==> config.mk <==
export PLATFORM = sky130hd
export DESIGN_NAME = aps_top
export DESIGN_NICKNAME = d
export VERILOG_FILES = /design/src/rtl/aps_sync.v /design/src/rtl/aps_top.v
export VERILOG_INCLUDE_DIRS = /design/src /design/src/inc
export SDC_FILE = /design/constraint.sdc
export NUM_CORES = 2
export LEC_CHECK = 0
export BUFFER_PORTS_ARGS = -buffer_cell sky130_fd_sc_hd__buf_2
export CAP_MARGIN = 40
export CORE_MARGIN = 5
export CORE_UTILIZATION = 25
export CTS_BUF_LIST = sky130_fd_sc_hd__clkbuf_4
export DETAILED_ROUTE_END_ITERATION = 7
export PLACE_DENSITY_LB_ADDON = 0.3
export SYNTH_ARGS = -nofsm -noshare
export SYNTH_HDL_FRONTEND = slang
export SYNTH_HIERARCHICAL = 1
export SYNTH_SLANG_ARGS = --single-unit
==> constraint.sdc <==
create_clock -name sys_clk -period 58.6 [get_ports sys_clk]
set_input_delay 11.72 -clock sys_clk [delete_from_list [all_inputs] [get_ports sys_clk]]
set_output_delay 11.72 -clock sys_clk [all_outputs]
set_load 0.02 [all_outputs]
==> src/inc/aps_defines.vh <==
// Overview of operation
// - Servo-on status follows drive power state.
// - Warning word keeps most recent warning code.
// - Alarm word keeps most recent alarm code.
// - Response word shows running command code.
// - Executing flag high during abort processing.
// - Hold-completed once paused axis fully stopped.
// - Error sets flag, decelerates; next command clears.
// - Execution-completed stays low for target positioning.
// - Distribution-done high when distribution finished.
// - In-position needs distribution done and width.
// - Proximity follows done, or difference below width.
// - Latch adds extra travel from latch point.
// - Speed changes live; override up to 327.67%.
// - Target updates accepted until latch detected.
// - Latch zone only when drive supports it.
// - Code 2 starts; same-scan settings used.
// - Execution-completed set after latch travel stop.
// - Function word selects latch source 2..5.
// - Latches outside enabled zone are ignored.
// - Pause decelerates to stop; clear resumes travel.
// - Code 1 starts; code 0 cancels.
`ifndef APS_DEFINES_VH
`define APS_DEFINES_VH

// ****************************************************************
// Scan timing
// ****************************************************************
`define APS_CLK_NS 10
`define APS_SCAN_NS 1000
`define APS_SCAN_CYC (`APS_SCAN_NS / `APS_CLK_NS)
`define APS_SCAN_W 8

// ****************************************************************
// Register word offsets (avs_address[7:2])
// ****************************************************************
`define APS_A_CTRL 6'h00
`define APS_A_CMD 6'h01
`define APS_A_FUNC 6'h02
`define APS_A_SPEED 6'h03
`define APS_A_OVR 6'h04
`define APS_A_TGT 6'h05
`define APS_A_INPW 6'h06
`define APS_A_PROXW 6'h07
`define APS_A_EXTD 6'h08
`define APS_A_ZLO 6'h09
`define APS_A_ZHI 6'h0a
`define APS_A_STAT 6'h0c
`define APS_A_WARN 6'h0d
`define APS_A_ALARM 6'h0e
`define APS_A_RESP 6'h0f
`define APS_A_CPOS 6'h10
`define APS_A_FPOS 6'h11

// ****************************************************************
// Control fields
// ****************************************************************
`define APS_C_SVON 0
`define APS_C_PAUSE 1
`define APS_C_ABORT 2
`define APS_C_ZONE 3
`define APS_C_ABS 4
`define APS_CTRL_W 5

// ****************************************************************
// Command and latch source codes
// ****************************************************************
`define APS_CMD_NOP 8'h00
`define APS_CMD_POS 8'h01
`define APS_CMD_EXPOS 8'h02
`define APS_SRC_INDEX 4'h2
`define APS_SRC_LATCH_INPUT_ONE 4'h3
`define APS_SRC_LATCH_INPUT_TWO 4'h4
`define APS_SRC_LATCH_INPUT_THREE 4'h5

// ****************************************************************
// Motion constants and reset values
// ****************************************************************
`define APS_OVR_MAX 16'h7fff
`define APS_OVR_DIV 48'h0000_0000_2710
`define APS_OVR_RST 16'h2710
`define APS_ACC_STEP 32'h0000_0100
`define APS_SYNC_W 70

`endif

==> src/rtl/aps_sync.v <==
`timescale 1ns/1ps
`default_nettype none

// ****************************************************************
// Two-stage synchroniser
// ****************************************************************
module aps_sync #(
  parameter W = 1
) (
  // Clock and reset
  input wire sys_clk,
  input wire nrst,
  // Data
  input wire [W-1:0] d,
  output reg [W-1:0] q
);

  reg [W-1:0] meta_r;

  always @(posedge sys_clk or negedge nrst) begin
    if (!nrst) begin
      meta_r <= {W{1'b0}};
      q <= {W{1'b0}};
    end else begin
      meta_r <= d;
      q <= meta_r;
    end
  end

endmodule

`default_nettype wire

==> src/rtl/aps_top.v <==
// The implementer's own choices: the register addresses and register access over Avalon-MM.
`timescale 1ns/1ps
`default_nettype none
`include "aps_defines.vh"

module aps_top (
  // Clock and reset
  input wire sys_clk,
  input wire nrst,
  // Avalon-MM slave
  input wire [7:0] avs_address,
  input wire avs_read,
  input wire avs_write,
  input wire [31:0] avs_writedata,
  output reg [31:0] avs_readdata,
  output reg avs_waitrequest,
  // Servo drive status
  input wire drv_powered,
  input wire [15:0] drv_warning,
  input wire [15:0] drv_alarm,
  input wire drv_zone_support,
  input wire [31:0] feedback_position,
  // Latch pins
  input wire index_pulse,
  input wire latch_input_one,
  input wire latch_input_two,
  input wire latch_input_three,
  // Servo drive commands
  output reg servo_power_req,
  output reg [31:0] commanded_position
);

  localparam ST_IDLE = 2'd0;
  localparam ST_RUN = 2'd1;
  localparam ST_STOP = 2'd2;

  // ****************************************************************
  // Pin synchronisers
  // ****************************************************************
  wire [`APS_SYNC_W-1:0] sync_q;
  wire pw_s;
  wire [15:0] warn_s;
  wire [15:0] alarm_s;
  wire zsup_s;
  wire [31:0] fpos_s;
  wire [3:0] lat_s;

  aps_sync #(.W(`APS_SYNC_W)) u_sync (
    .sys_clk(sys_clk),
    .nrst(nrst),
    .d({drv_powered, drv_warning, drv_alarm, drv_zone_support, feedback_position,
        latch_input_three, latch_input_two, latch_input_one, index_pulse}),
    .q(sync_q)
  );

  assign {pw_s, warn_s, alarm_s, zsup_s, fpos_s, lat_s} = sync_q;

  // ****************************************************************
  // Scan divider
  // ****************************************************************
  reg [`APS_SCAN_W-1:0] scan_cnt_r;
  reg scan_tick_r;

  always @(posedge sys_clk or negedge nrst) begin
    if (!nrst) begin
      scan_cnt_r <= {`APS_SCAN_W{1'b0}};
      scan_tick_r <= 1'b0;
    end else if (scan_cnt_r == `APS_SCAN_CYC - 1) begin
      scan_cnt_r <= {`APS_SCAN_W{1'b0}};
      scan_tick_r <= 1'b1;
    end else begin
      scan_cnt_r <= scan_cnt_r + 1'b1;
      scan_tick_r <= 1'b0;
    end
  end

  // ****************************************************************
  // Host setting registers
  // ****************************************************************
  reg [`APS_CTRL_W-1:0] ctrl_r;
  reg [7:0] cmd_r;
  reg [3:0] func_r;
  reg [31:0] speed_r;
  reg [15:0] ovr_r;
  reg [31:0] tgt_set_r;
  reg [31:0] inpw_r;
  reg [31:0] proxw_r;
  reg [31:0] extd_r;
  reg [31:0] zlo_r;
  reg [31:0] zhi_r;

  // Sequencer state
  reg [1:0] st_r;
  reg [7:0] act_r;
  reg [7:0] prev_cmd_r;
  reg [31:0] base_r;
  reg [31:0] tgt_r;
  reg [31:0] vel_r;
  reg latched_r;
  reg frz_r;
  reg servo_st_r;
  reg [15:0] warn_r;
  reg [15:0] alarm_r;
  reg exec_r;
  reg hold_r;
  reg err_r;
  reg xdone_r;
  reg den_r;
  reg inpos_r;
  reg prox_r;

  // Latch capture
  reg lat_d_r;
  reg lat_pend_r;
  reg [31:0] lat_pos_r;

  // ****************************************************************
  // Avalon-MM slave
  // ****************************************************************
  wire [5:0] widx = avs_address[7:2];
  wire wr_go = avs_write & ~avs_waitrequest;
  wire [7:0] stat_w = {prox_r, inpos_r, den_r, xdone_r, err_r, hold_r, exec_r, servo_st_r};
  reg [31:0] rd_c;

  always @* begin
    case (widx)
      `APS_A_CTRL: rd_c = {27'h0, ctrl_r};
      `APS_A_CMD: rd_c = {24'h0, cmd_r};
      `APS_A_FUNC: rd_c = {28'h0, func_r};
      `APS_A_SPEED: rd_c = speed_r;
      `APS_A_OVR: rd_c = {16'h0, ovr_r};
      `APS_A_TGT: rd_c = tgt_set_r;
      `APS_A_INPW: rd_c = inpw_r;
      `APS_A_PROXW: rd_c = proxw_r;
      `APS_A_EXTD: rd_c = extd_r;
      `APS_A_ZLO: rd_c = zlo_r;
      `APS_A_ZHI: rd_c = zhi_r;
      `APS_A_STAT: rd_c = {24'h0, stat_w};
      `APS_A_WARN: rd_c = {16'h0, warn_r};
      `APS_A_ALARM: rd_c = {16'h0, alarm_r};
      `APS_A_RESP: rd_c = {24'h0, act_r};
      `APS_A_CPOS: rd_c = commanded_position;
      `APS_A_FPOS: rd_c = fpos_s;
      default: rd_c = 32'h0;
    endcase
  end

  always @(posedge sys_clk or negedge nrst) begin
    if (!nrst) begin
      avs_waitrequest <= 1'b1;
      avs_readdata <= 32'h0;
    end else begin
      if ((avs_read | avs_write) & avs_waitrequest) begin
        avs_waitrequest <= 1'b0;
      end else begin
        avs_waitrequest <= 1'b1;
      end
      if (avs_read & avs_waitrequest) begin
        avs_readdata <= rd_c;
      end
    end
  end

  always @(posedge sys_clk or negedge nrst) begin
    if (!nrst) begin
      ctrl_r <= {`APS_CTRL_W{1'b0}};
      cmd_r <= `APS_CMD_NOP;
      func_r <= `APS_SRC_INDEX;
      speed_r <= 32'h0;
      ovr_r <= `APS_OVR_RST;
      tgt_set_r <= 32'h0;
      inpw_r <= 32'h0;
      proxw_r <= 32'h0;
      extd_r <= 32'h0;
      zlo_r <= 32'h0;
      zhi_r <= 32'h0;
    end else if (wr_go) begin
      case (widx)
        `APS_A_CTRL: ctrl_r <= avs_writedata[`APS_CTRL_W-1:0];
        `APS_A_CMD: cmd_r <= avs_writedata[7:0];
        `APS_A_FUNC: func_r <= avs_writedata[3:0];
        `APS_A_SPEED: speed_r <= avs_writedata;
        `APS_A_OVR: ovr_r <= avs_writedata[15:0];
        `APS_A_TGT: if (!lat_pend_r && !latched_r) tgt_set_r <= avs_writedata;
        `APS_A_INPW: inpw_r <= avs_writedata;
        `APS_A_PROXW: proxw_r <= avs_writedata;
        `APS_A_EXTD: extd_r <= avs_writedata;
        `APS_A_ZLO: zlo_r <= avs_writedata;
        `APS_A_ZHI: zhi_r <= avs_writedata;
        default: ctrl_r <= ctrl_r;
      endcase
    end
  end

  // ****************************************************************
  // Latch source and capture
  // ****************************************************************
  reg lat_sel_c;

  always @* begin
    case (func_r)
      `APS_SRC_INDEX: lat_sel_c = lat_s[0];
      `APS_SRC_LATCH_INPUT_ONE: lat_sel_c = lat_s[1];
      `APS_SRC_LATCH_INPUT_TWO: lat_sel_c = lat_s[2];
      `APS_SRC_LATCH_INPUT_THREE: lat_sel_c = lat_s[3];
      default: lat_sel_c = 1'b0;
    endcase
  end

  wire zone_on = ctrl_r[`APS_C_ZONE] & zsup_s;
  wire in_zone = ($signed(fpos_s) >= $signed(zlo_r)) && ($signed(fpos_s) <= $signed(zhi_r));
  wire lat_ok = ~zone_on | in_zone;
  wire lat_evt = lat_sel_c & ~lat_d_r & lat_ok & (st_r == ST_RUN) &
                 (act_r == `APS_CMD_EXPOS) & ~latched_r & ~frz_r & (vel_r != 32'h0);

  always @(posedge sys_clk or negedge nrst) begin
    if (!nrst) begin
      lat_d_r <= 1'b0;
      lat_pend_r <= 1'b0;
      lat_pos_r <= 32'h0;
    end else begin
      lat_d_r <= lat_sel_c;
      if (lat_evt && !lat_pend_r) begin
        lat_pend_r <= 1'b1;
        lat_pos_r <= fpos_s;
      end else if (scan_tick_r) begin
        lat_pend_r <= 1'b0;
      end
    end
  end

  // ****************************************************************
  // Motion profile
  // ****************************************************************
  function [31:0] aps_absdiff;
    input [31:0] a;
    input [31:0] b;
    reg [31:0] d;
    begin
      d = a - b;
      aps_absdiff = d[31] ? (32'h0 - d) : d;
    end
  endfunction

  wire run = (st_r == ST_RUN);
  wire fault = ~servo_st_r | (alarm_r != 16'h0);
  wire [15:0] ovr_c = (ovr_r > `APS_OVR_MAX) ? `APS_OVR_MAX : ovr_r;
  wire [47:0] prod = speed_r * ovr_c;
  wire [47:0] vq = prod / `APS_OVR_DIV;
  wire [31:0] vmax = vq[31:0];
  wire [31:0] tgt_live = (latched_r | frz_r) ? tgt_r :
                         (ctrl_r[`APS_C_ABS] ? tgt_set_r : base_r + tgt_set_r);
  wire [31:0] rem = tgt_live - commanded_position;
  wire dir_neg = rem[31];
  wire [31:0] arem = dir_neg ? (32'h0 - rem) : rem;
  wire go = run & ~ctrl_r[`APS_C_PAUSE] & ~ctrl_r[`APS_C_ABORT];
  wire [32:0] vel_up = {1'b0, vel_r} + {1'b0, `APS_ACC_STEP};
  reg [31:0] vtry;
  reg [31:0] step;

  always @* begin
    if (go) begin
      vtry = (vel_up > {1'b0, vmax}) ? vmax : vel_up[31:0];
    end else begin
      vtry = (vel_r > `APS_ACC_STEP) ? (vel_r - `APS_ACC_STEP) : 32'h0;
    end
    step = (vtry > arem) ? arem : vtry;
  end

  wire [31:0] cpos_nxt = dir_neg ? (commanded_position - step) : (commanded_position + step);
  wire den_c = (arem == step);
  wire [31:0] pdiff = aps_absdiff(cpos_nxt, fpos_s);
  wire new_cmd = (cmd_r != prev_cmd_r);

  // ****************************************************************
  // Scan sequencer
  // ****************************************************************
  always @(posedge sys_clk or negedge nrst) begin
    if (!nrst) begin
      st_r <= ST_IDLE;
      act_r <= `APS_CMD_NOP;
      prev_cmd_r <= `APS_CMD_NOP;
      base_r <= 32'h0;
      tgt_r <= 32'h0;
      vel_r <= 32'h0;
      latched_r <= 1'b0;
      frz_r <= 1'b0;
      servo_st_r <= 1'b0;
      warn_r <= 16'h0;
      alarm_r <= 16'h0;
      exec_r <= 1'b0;
      hold_r <= 1'b0;
      err_r <= 1'b0;
      xdone_r <= 1'b0;
      den_r <= 1'b1;
      inpos_r <= 1'b0;
      prox_r <= 1'b0;
      servo_power_req <= 1'b0;
      commanded_position <= 32'h0;
    end else if (scan_tick_r) begin
      prev_cmd_r <= cmd_r;
      servo_power_req <= ctrl_r[`APS_C_SVON];
      servo_st_r <= pw_s;
      if (warn_s != 16'h0) begin
        warn_r <= warn_s;
      end
      if (alarm_s != 16'h0) begin
        alarm_r <= alarm_s;
      end
      if (new_cmd) begin
        err_r <= 1'b0;
      end
      case (st_r)
        ST_IDLE: begin
          vel_r <= 32'h0;
          exec_r <= 1'b0;
          hold_r <= 1'b0;
          den_r <= 1'b1;
          inpos_r <= (pdiff <= inpw_r);
          prox_r <= (proxw_r == 32'h0) ? 1'b1 : (pdiff < proxw_r);
          if (new_cmd && (cmd_r == `APS_CMD_POS || cmd_r == `APS_CMD_EXPOS)) begin
            if (fault) begin
              err_r <= 1'b1;
            end else begin
              st_r <= ST_RUN;
              act_r <= cmd_r;
              base_r <= commanded_position;
              latched_r <= 1'b0;
              frz_r <= 1'b0;
              xdone_r <= 1'b0;
              den_r <= 1'b0;
              inpos_r <= 1'b0;
            end
          end else if (new_cmd) begin
            xdone_r <= 1'b0;
          end
        end
        ST_RUN: begin
          if (cmd_r != act_r || fault) begin
            st_r <= ST_STOP;
            err_r <= fault & ~new_cmd;
            exec_r <= 1'b1;
            xdone_r <= 1'b0;
          end else begin
            vel_r <= step;
            commanded_position <= cpos_nxt;
            if (lat_pend_r && !latched_r && !frz_r) begin
              latched_r <= 1'b1;
              tgt_r <= dir_neg ? (lat_pos_r - extd_r) : (lat_pos_r + extd_r);
            end
            if (ctrl_r[`APS_C_ABORT] && step == 32'h0 && !frz_r) begin
              frz_r <= 1'b1;
              tgt_r <= commanded_position;
            end
            exec_r <= ctrl_r[`APS_C_ABORT] & (step != 32'h0);
            hold_r <= ctrl_r[`APS_C_PAUSE] & (step == 32'h0) & ~den_c;
            den_r <= den_c;
            inpos_r <= den_c & (pdiff <= inpw_r);
            prox_r <= (proxw_r == 32'h0) ? den_c : (pdiff < proxw_r);
            xdone_r <= (act_r == `APS_CMD_EXPOS) & latched_r & den_c;
          end
        end
        ST_STOP: begin
          vel_r <= step;
          commanded_position <= cpos_nxt;
          hold_r <= 1'b0;
          den_r <= 1'b0;
          inpos_r <= 1'b0;
          prox_r <= (proxw_r == 32'h0) ? 1'b0 : (pdiff < proxw_r);
          if (step == 32'h0) begin
            st_r <= ST_IDLE;
            act_r <= `APS_CMD_NOP;
            exec_r <= 1'b0;
            den_r <= 1'b1;
            frz_r <= 1'b0;
            latched_r <= 1'b0;
            base_r <= commanded_position;
            prev_cmd_r <= `APS_CMD_NOP;
          end
        end
        default: st_r <= ST_IDLE;
      endcase
    end
  end

endmodule

`default_nettype wire

=== Word level (Yosys, flattened, before mapping) ===
Cells that the tools add are included.

* Flip-flop bits (word level): 662
* Input port bits: 114

* Add/sub/neg operators: 12
* Multiply operators: 1
* Div/mod/pow operators: 1
* Magnitude comparators: 8
* Eq/ne operators: 38
* Muxes and demuxes: 75
* Bitwise operators: 35
* Reduce and logical (&&, ||, !) cells: 53

{| class="wikitable"
|+ Operators with widths
! cell !! count
|-
| $mux 32 || 17
|-
| $pmux 32 s17 || 1
|-
| $pmux 32 s2 || 2
|-
| $sub 32x32->32 || 4
|-
| $add 32x32->32 || 3
|-
| $pmux 32 s3 || 1
|-
| $le 32x32->1 || 2
|-
| $logic_not 32->1 || 2
|-
| $reduce_bool 32->1 || 2
|-
| $sub 1x32->32 const A || 2
|-
| $div 48x14->48 const B || 1
|-
| $mul 32x16->48 || 1
|-
| $mux 8 || 6
|-
| $reduce_bool 16->1 || 3
|-
| $eq 6x4->1 const B || 7
|-
| $add 32x9->33 const B || 1
|-
| $gt 33x32->1 || 1
|-
| $eq 32x32->1 || 1
|-
| $ge 32x32->1 || 1
|-
| $gt 32x32->1 || 1
|-
| $gt 32x9->1 const B || 1
|-
| $lt 32x32->1 || 1
|-
| $sub 32x9->32 const B || 1
|-
| $mux 1 || 31
|-
| other kinds (40) || 130
|}

=== Depth between registers and ports, before layout ===
* Depth after elaboration: 18
* Gate-level depth with buffers: 275
* Depth with buffers taken out: 247

=== Hierarchy ===
The synthesis kept the hierarchy.

{| class="wikitable"
|+ By module, submodules not included
! module !! times used !! cells each !! area each (sq um) !! seq. area each (sq um)
|-
| aps_top || 1 || 8270 || 70583.9 || 13072.5
|-
| aps_sync || 1 || 140 || 3503.4 || 3503.4
|}

=== Worst setup path before layout ===
No wires, ideal clock.

* Path kind: register to register
* From: register ovr_r[15]
* To: register prox_r
* Library setup time: 0.079 ns
* Arrival: 52.520 ns
* Required time: 58.521 ns
* Setup slack: 6.000 ns
* Stages on the path, launching flop included: 253
* Path buffers: 24
* Cells stage by stage: dfrtp_1 -> clkbuf_1 -> or2_2 -> clkbuf_1 -> and2_1 -> fa_1 -> inv_1 -> fa_1 -> fa_1 -> inv_1 -> fa_1 -> fa_1 -> inv_1 -> fa_1 -> inv_1 -> ha_1 -> buf_4 -> a21o_1 -> [217 not listed] -> a21oi_1 -> nor2b_1 -> o21ai_0 -> nand2b_1 -> a21oi_1 -> nor2b_1 -> o21ai_0 -> nand2b_1 -> a21oi_1 -> nor2b_1 -> o21ai_0 -> nand2b_1 -> a21oi_1 -> nor3_1 -> a211oi_1 -> or3_1 -> a31oi_1 -> a2bb2oi_1

* Longest elaborated chain between the ends: 18
* Elaborated cells between the ends (all ways): 22
* Classes of those cells: add/sub (4); mul (1); div (1); order compare (4); eq/ne (1); mux (11)

{| class="wikitable"
|+ RTL lines
! what !! RTL line !! source
|-
| start: declaration || aps_top.v:84 || <nowiki>reg [15:0] ovr_r;</nowiki>
|-
| start signal: assignment || aps_top.v:170 || <nowiki>ovr_r <= `APS_OVR_RST;</nowiki>
|-
| start signal: assignment || aps_top.v:183 || <nowiki>`APS_A_OVR: ovr_r <= avs_writedata[15:0];</nowiki>
|-
| $gt 16x15->1 (no line) || n/a ||
|-
| $mux 16 (*) || aps_top.v:247 || <nowiki>wire [15:0] ovr_c = (ovr_r > `APS_OVR_MAX) ? `APS_OVR_MAX : ovr_r;</nowiki>
|-
| $mul 32x16->48 (*) || aps_top.v:248 || <nowiki>wire [47:0] prod = speed_r * ovr_c;</nowiki>
|-
| $div 48x14->48 (no line) (*) || n/a ||
|-
| $gt 33x32->1 || aps_top.v:263 || <nowiki>vtry = (vel_up > {1'b0, vmax}) ? vmax : vel_up[31:0];</nowiki>
|-
| $mux 32 (*) || aps_top.v:263 ||
|-
| $mux 32 (*) || aps_top.v:262 || <nowiki>if (go) begin</nowiki>
|-
| $gt 32x32->1 || aps_top.v:267 || <nowiki>step = (vtry > arem) ? arem : vtry;</nowiki>
|-
| [3 not listed] || n/a ||
|-
| net cpos_nxt[25] || aps_top.v:270 || <nowiki>wire [31:0] cpos_nxt = dir_neg ? (commanded_position - step) : (commanded_position + step);</nowiki>
|-
| $sub 32x32->32 (*) || aps_top.v:240 || <nowiki>d = a - b;</nowiki>
|-
| $sub 1x32->32 || aps_top.v:241 || <nowiki>aps_absdiff = d[31] ? (32'h0 - d) : d;</nowiki>
|-
| $mux 32 (*) || aps_top.v:241 ||
|-
| $lt 32x32->1 (*) || aps_top.v:320, aps_top.v:359, aps_top.v:369 ||
|-
| $mux 1 || aps_top.v:359 || <nowiki>prox_r <= (proxw_r == 32'h0) ? den_c : (pdiff < proxw_r);</nowiki>
|-
| $mux 1 || aps_top.v:339 || <nowiki>if (cmd_r != act_r || fault) begin</nowiki>
|-
| $pmux 1 s3 (*) || aps_top.v:313 || <nowiki>case (st_r)</nowiki>
|-
| end signal: assignment || aps_top.v:320 || <nowiki>prox_r <= (proxw_r == 32'h0) ? 1'b1 : (pdiff < proxw_r);</nowiki>
|-
| end signal: assignment || aps_top.v:359 ||
|-
| end signal: assignment || aps_top.v:369 || <nowiki>prox_r <= (proxw_r == 32'h0) ? 1'b0 : (pdiff < proxw_r);</nowiki>
|-
| end: declaration || aps_top.v:110 || <nowiki>reg prox_r;</nowiki>
|}

The timed path passes the listed nets; every way through them passes the cells marked *. The select of a mux whose other input is x is not followed.
A chain may end at the register's enable or synchronous reset.

=== Worst setup path after layout ===
Same ends and word-level chain as after synthesis.

==> impl_metrics.toml <==
[route]
via_count = 69081
remaining_drc_errors = 0
vias_per_cell = 5.094
routed_wl_mm = 283.6
firstDrtPassIters = 7
avgRoutedWirePerCell_um = 20.91
ant_nets = 0
drt-initial-drc-count = 5137

[grt]
grt_usage_pct = 17.52
grt_antenna_before_repair = 38
grt_max_degree = 173
grt_pass1_vias = 68931
grt_overflow_total = 0
grt_pass1_wl_mm = 423.8

[placed_design]
place_congestion = 0.9363
place_worst_setup_slack_ns = 0.5696
port_buffers = 177
dp_hpwl_mm = 225.1
place_inst = 13150

[cells_and_area]
n_fill_cell = 31018
final_common_cell = "buf_4"
drive_above_1_share_pct = 24.40
stdcell_count = 13561
area_growth_pct = 22.29
nets = 10504
layout_common_cells = "buf_4, nand2_1, inv_1, dfrtp_1, ha_1"
postLayoutCoreUtil_pct = 30.76

[sta]
relSlewSlack_pct = 31.34
slew_violations = 0
hold_viol_final = 0
fin_crit_ns = 55.60
fmax_mhz = 17.98
fin_tns_setup_ns = 0
finClkSkew_ns = 0.08372
final.period_utilization_pct = 94.88
setup_slack_ns = 2.998
tightest_slew_ns = 1.026
setup_viol = 0

[setup_path]
start_kind = "flop"
crit_type = "flop to flop"
critPathArrivalTime_ns = 56.65
crit_fanout = 16
cp-end-kind = "flop"
cp_slowest_cell = "or4_1"
cpPeakStageDelay_ns = 0.58
crit_required_ns = 59.65
cp_common_cell = "a21o_1"

[synthesis]
ys_ff_latch = 662
synth_top_area_share_pct = 22.09
synth-edff-count = 0
yosysTopAreaCell = "dfrtp_1"
netlist_area_um2 = 74090
synth_cell_types = 177
synth_top_flop_cell = "dfrtp_1"
syn_inst = 8410
avgSynthCellArea_um2 = 8.809
ys_seq_area_share_pct = 22.37
synthArstFlopShare_pct = 100.0
ys_warn_count = 6
synth_area_leaders = "dfrtp_1, fa_1, ha_1, mux2_2, xnor2_1"

[run]
cap_violations = 0

[cts]
path_clk_slew_ns = 0.07
cts_tree = "yes"
holdBufCountCts = 0
cts_buffers = 183
clk_path_buf_depth = 3
cts.sinks = 662
insertion_delay_ns = 1.16
cts-root-buf = "clkbuf_4"
htree_levels = 4

[floorplanning]
rows = 199
die_w_um = 554.4
start_util_pct = 25.15
die_h_um = 554.4
core_um2 = 294600
num_io_pins = 180
design.die.area_um2 = 307300

[worst_hold_path]
hp-class = "flop to flop"

[outcome]
outcome = "finished clean"
## flip-flops by register name, indices dropped and copies added (netlist names), 32 cells and up
| register | count |
|---|---|
| u_sync/meta_r | 70 |
| lat_pos_r | 32 |
| speed_r | 32 |
| commanded_position | 32 |
| zlo_r | 32 |
| tgt_r | 32 |
| extd_r | 32 |
| proxw_r | 32 |
| tgt_set_r | 32 |
| u_sync/q | 70 |
| zhi_r | 32 |
| inpw_r | 32 |
| base_r | 32 |
| vel_r | 32 |
| avs_readdata | 32 |
## final timing paths
kind	cells past startpoint	start	to	slack, ns
worst min-delay path	0	u_sync/meta_r[3]	u_sync/q[3]	0.34
worst min register to register	0	u_sync/meta_r[3]	u_sync/q[3]	0.34
worst max register to register	254	ovr_r[15]	prox_r	3.00
worst max-delay path	254	ovr_r[15]	prox_r	3.00
min in group asynchronous	1	nrst	warn_r[1]	10.62
max in group asynchronous	5	nrst	scan_cnt_r[0]	45.83
## layout make-up
class | count | area [um^2] | area share [%]
Inverter | 794 | 3004 | 3.316
Timing Repair Buffer | 1242 | 9467 | 10.45
Antenna cell | 13 | 32.53 | 0.03591
Tap cell | 3919 | 4903 | 5.412
Sequential cell | 662 | 16590 | 18.31
Clock buffer | 267 | 2004 | 2.212
Multi-Input combinational cell | 6604 | 54150 | 59.77
Timing Repair inverter | 1 | 5.005 | 0.005524
Clock inverter | 59 | 449.2 | 0.4958
## Yosys cell counts, drive strengths merged (20+ instances only)
library cell,number
o211a,20
a21oi,470
nor2,394
o211ai,50
mux2,363
a221oi,58
nor3,151
a22o,33
o21bai,96
clkbuf,248
xor2,214
nand2,834
maj3,21
a31oi,91
nand2b,73
fa,423
buf,138
a222oi,29
a311oi,29
a221o,21
or4,24
or2,63
a2111oi,26
or3,77
xnor2,409
ha,479
a211o,27
o21ai,429
o21a,51
nand4,116
o22ai,34
nor4,79
dfrtp,654
and2,270
inv,789
a22oi,74
and3,69
nand3,139
mux2i,88
nor2b,68
o31ai,78
a211oi,75
a21o,197
## worst max-delay path, delay by kind of cell, from the launching register on
family	cells	cell delay, ns
AO/OA/AOI/OAI	127	27.57
AND/OR/NAND/NOR	62	12.91
adder cells (fa/ha/maj)	15	5.63
buffers and inverters	36	5.38
XOR/XNOR	9	1.70
multiplexers	5	1.61
flip-flops	1	0.51
## metrics by stage
stage / area (um^2) / hold slack, ns
6_report: 90600 / 0.3435
3_5_place_dp: 86310 / 0.3347
4_1_cts: 88770 / 0.3410
5_1_grt: 90570 / 0.3519
2_1_floorplan: 74200 / 0.3312
3_3_place_gp: 85500 / 0.3337
## kinds of logic after synthesis
kind of cell | Yosys count | synth area share, %
and+or+nand+nor | 2448 | 16.66
other | 2 | 0.01014
DFF | 662 | 22.37
xor gates and xnor gates | 624 | 7.595
muxes | 452 | 6.796
AOI/OAI and AO/OA | 2118 | 20.21
buffers and inverters | 1181 | 6.558
adders and majority gates | 923 | 19.80
## per-layer routing
layer	routed length (um)	global-route usage, %	part of all wire (%)
met1	121900	22.96	43
met3	18090	2.723	6.4
met2	130100	28.84	46
met5	143	0	0.050
met4	13310	7.087	4.7
## repair_timing
| action | 4_1_cts | 5_1_grt |
|---|---|---|
| resized for setup | 0 | 253 |
| setup buffers | 0 | 64 |
| endpoints found under the setup margin | 0 | 2 |
Power is not shown: default switching activity piles up to over one toggle a cycle in this logic, so the estimate is an artifact.
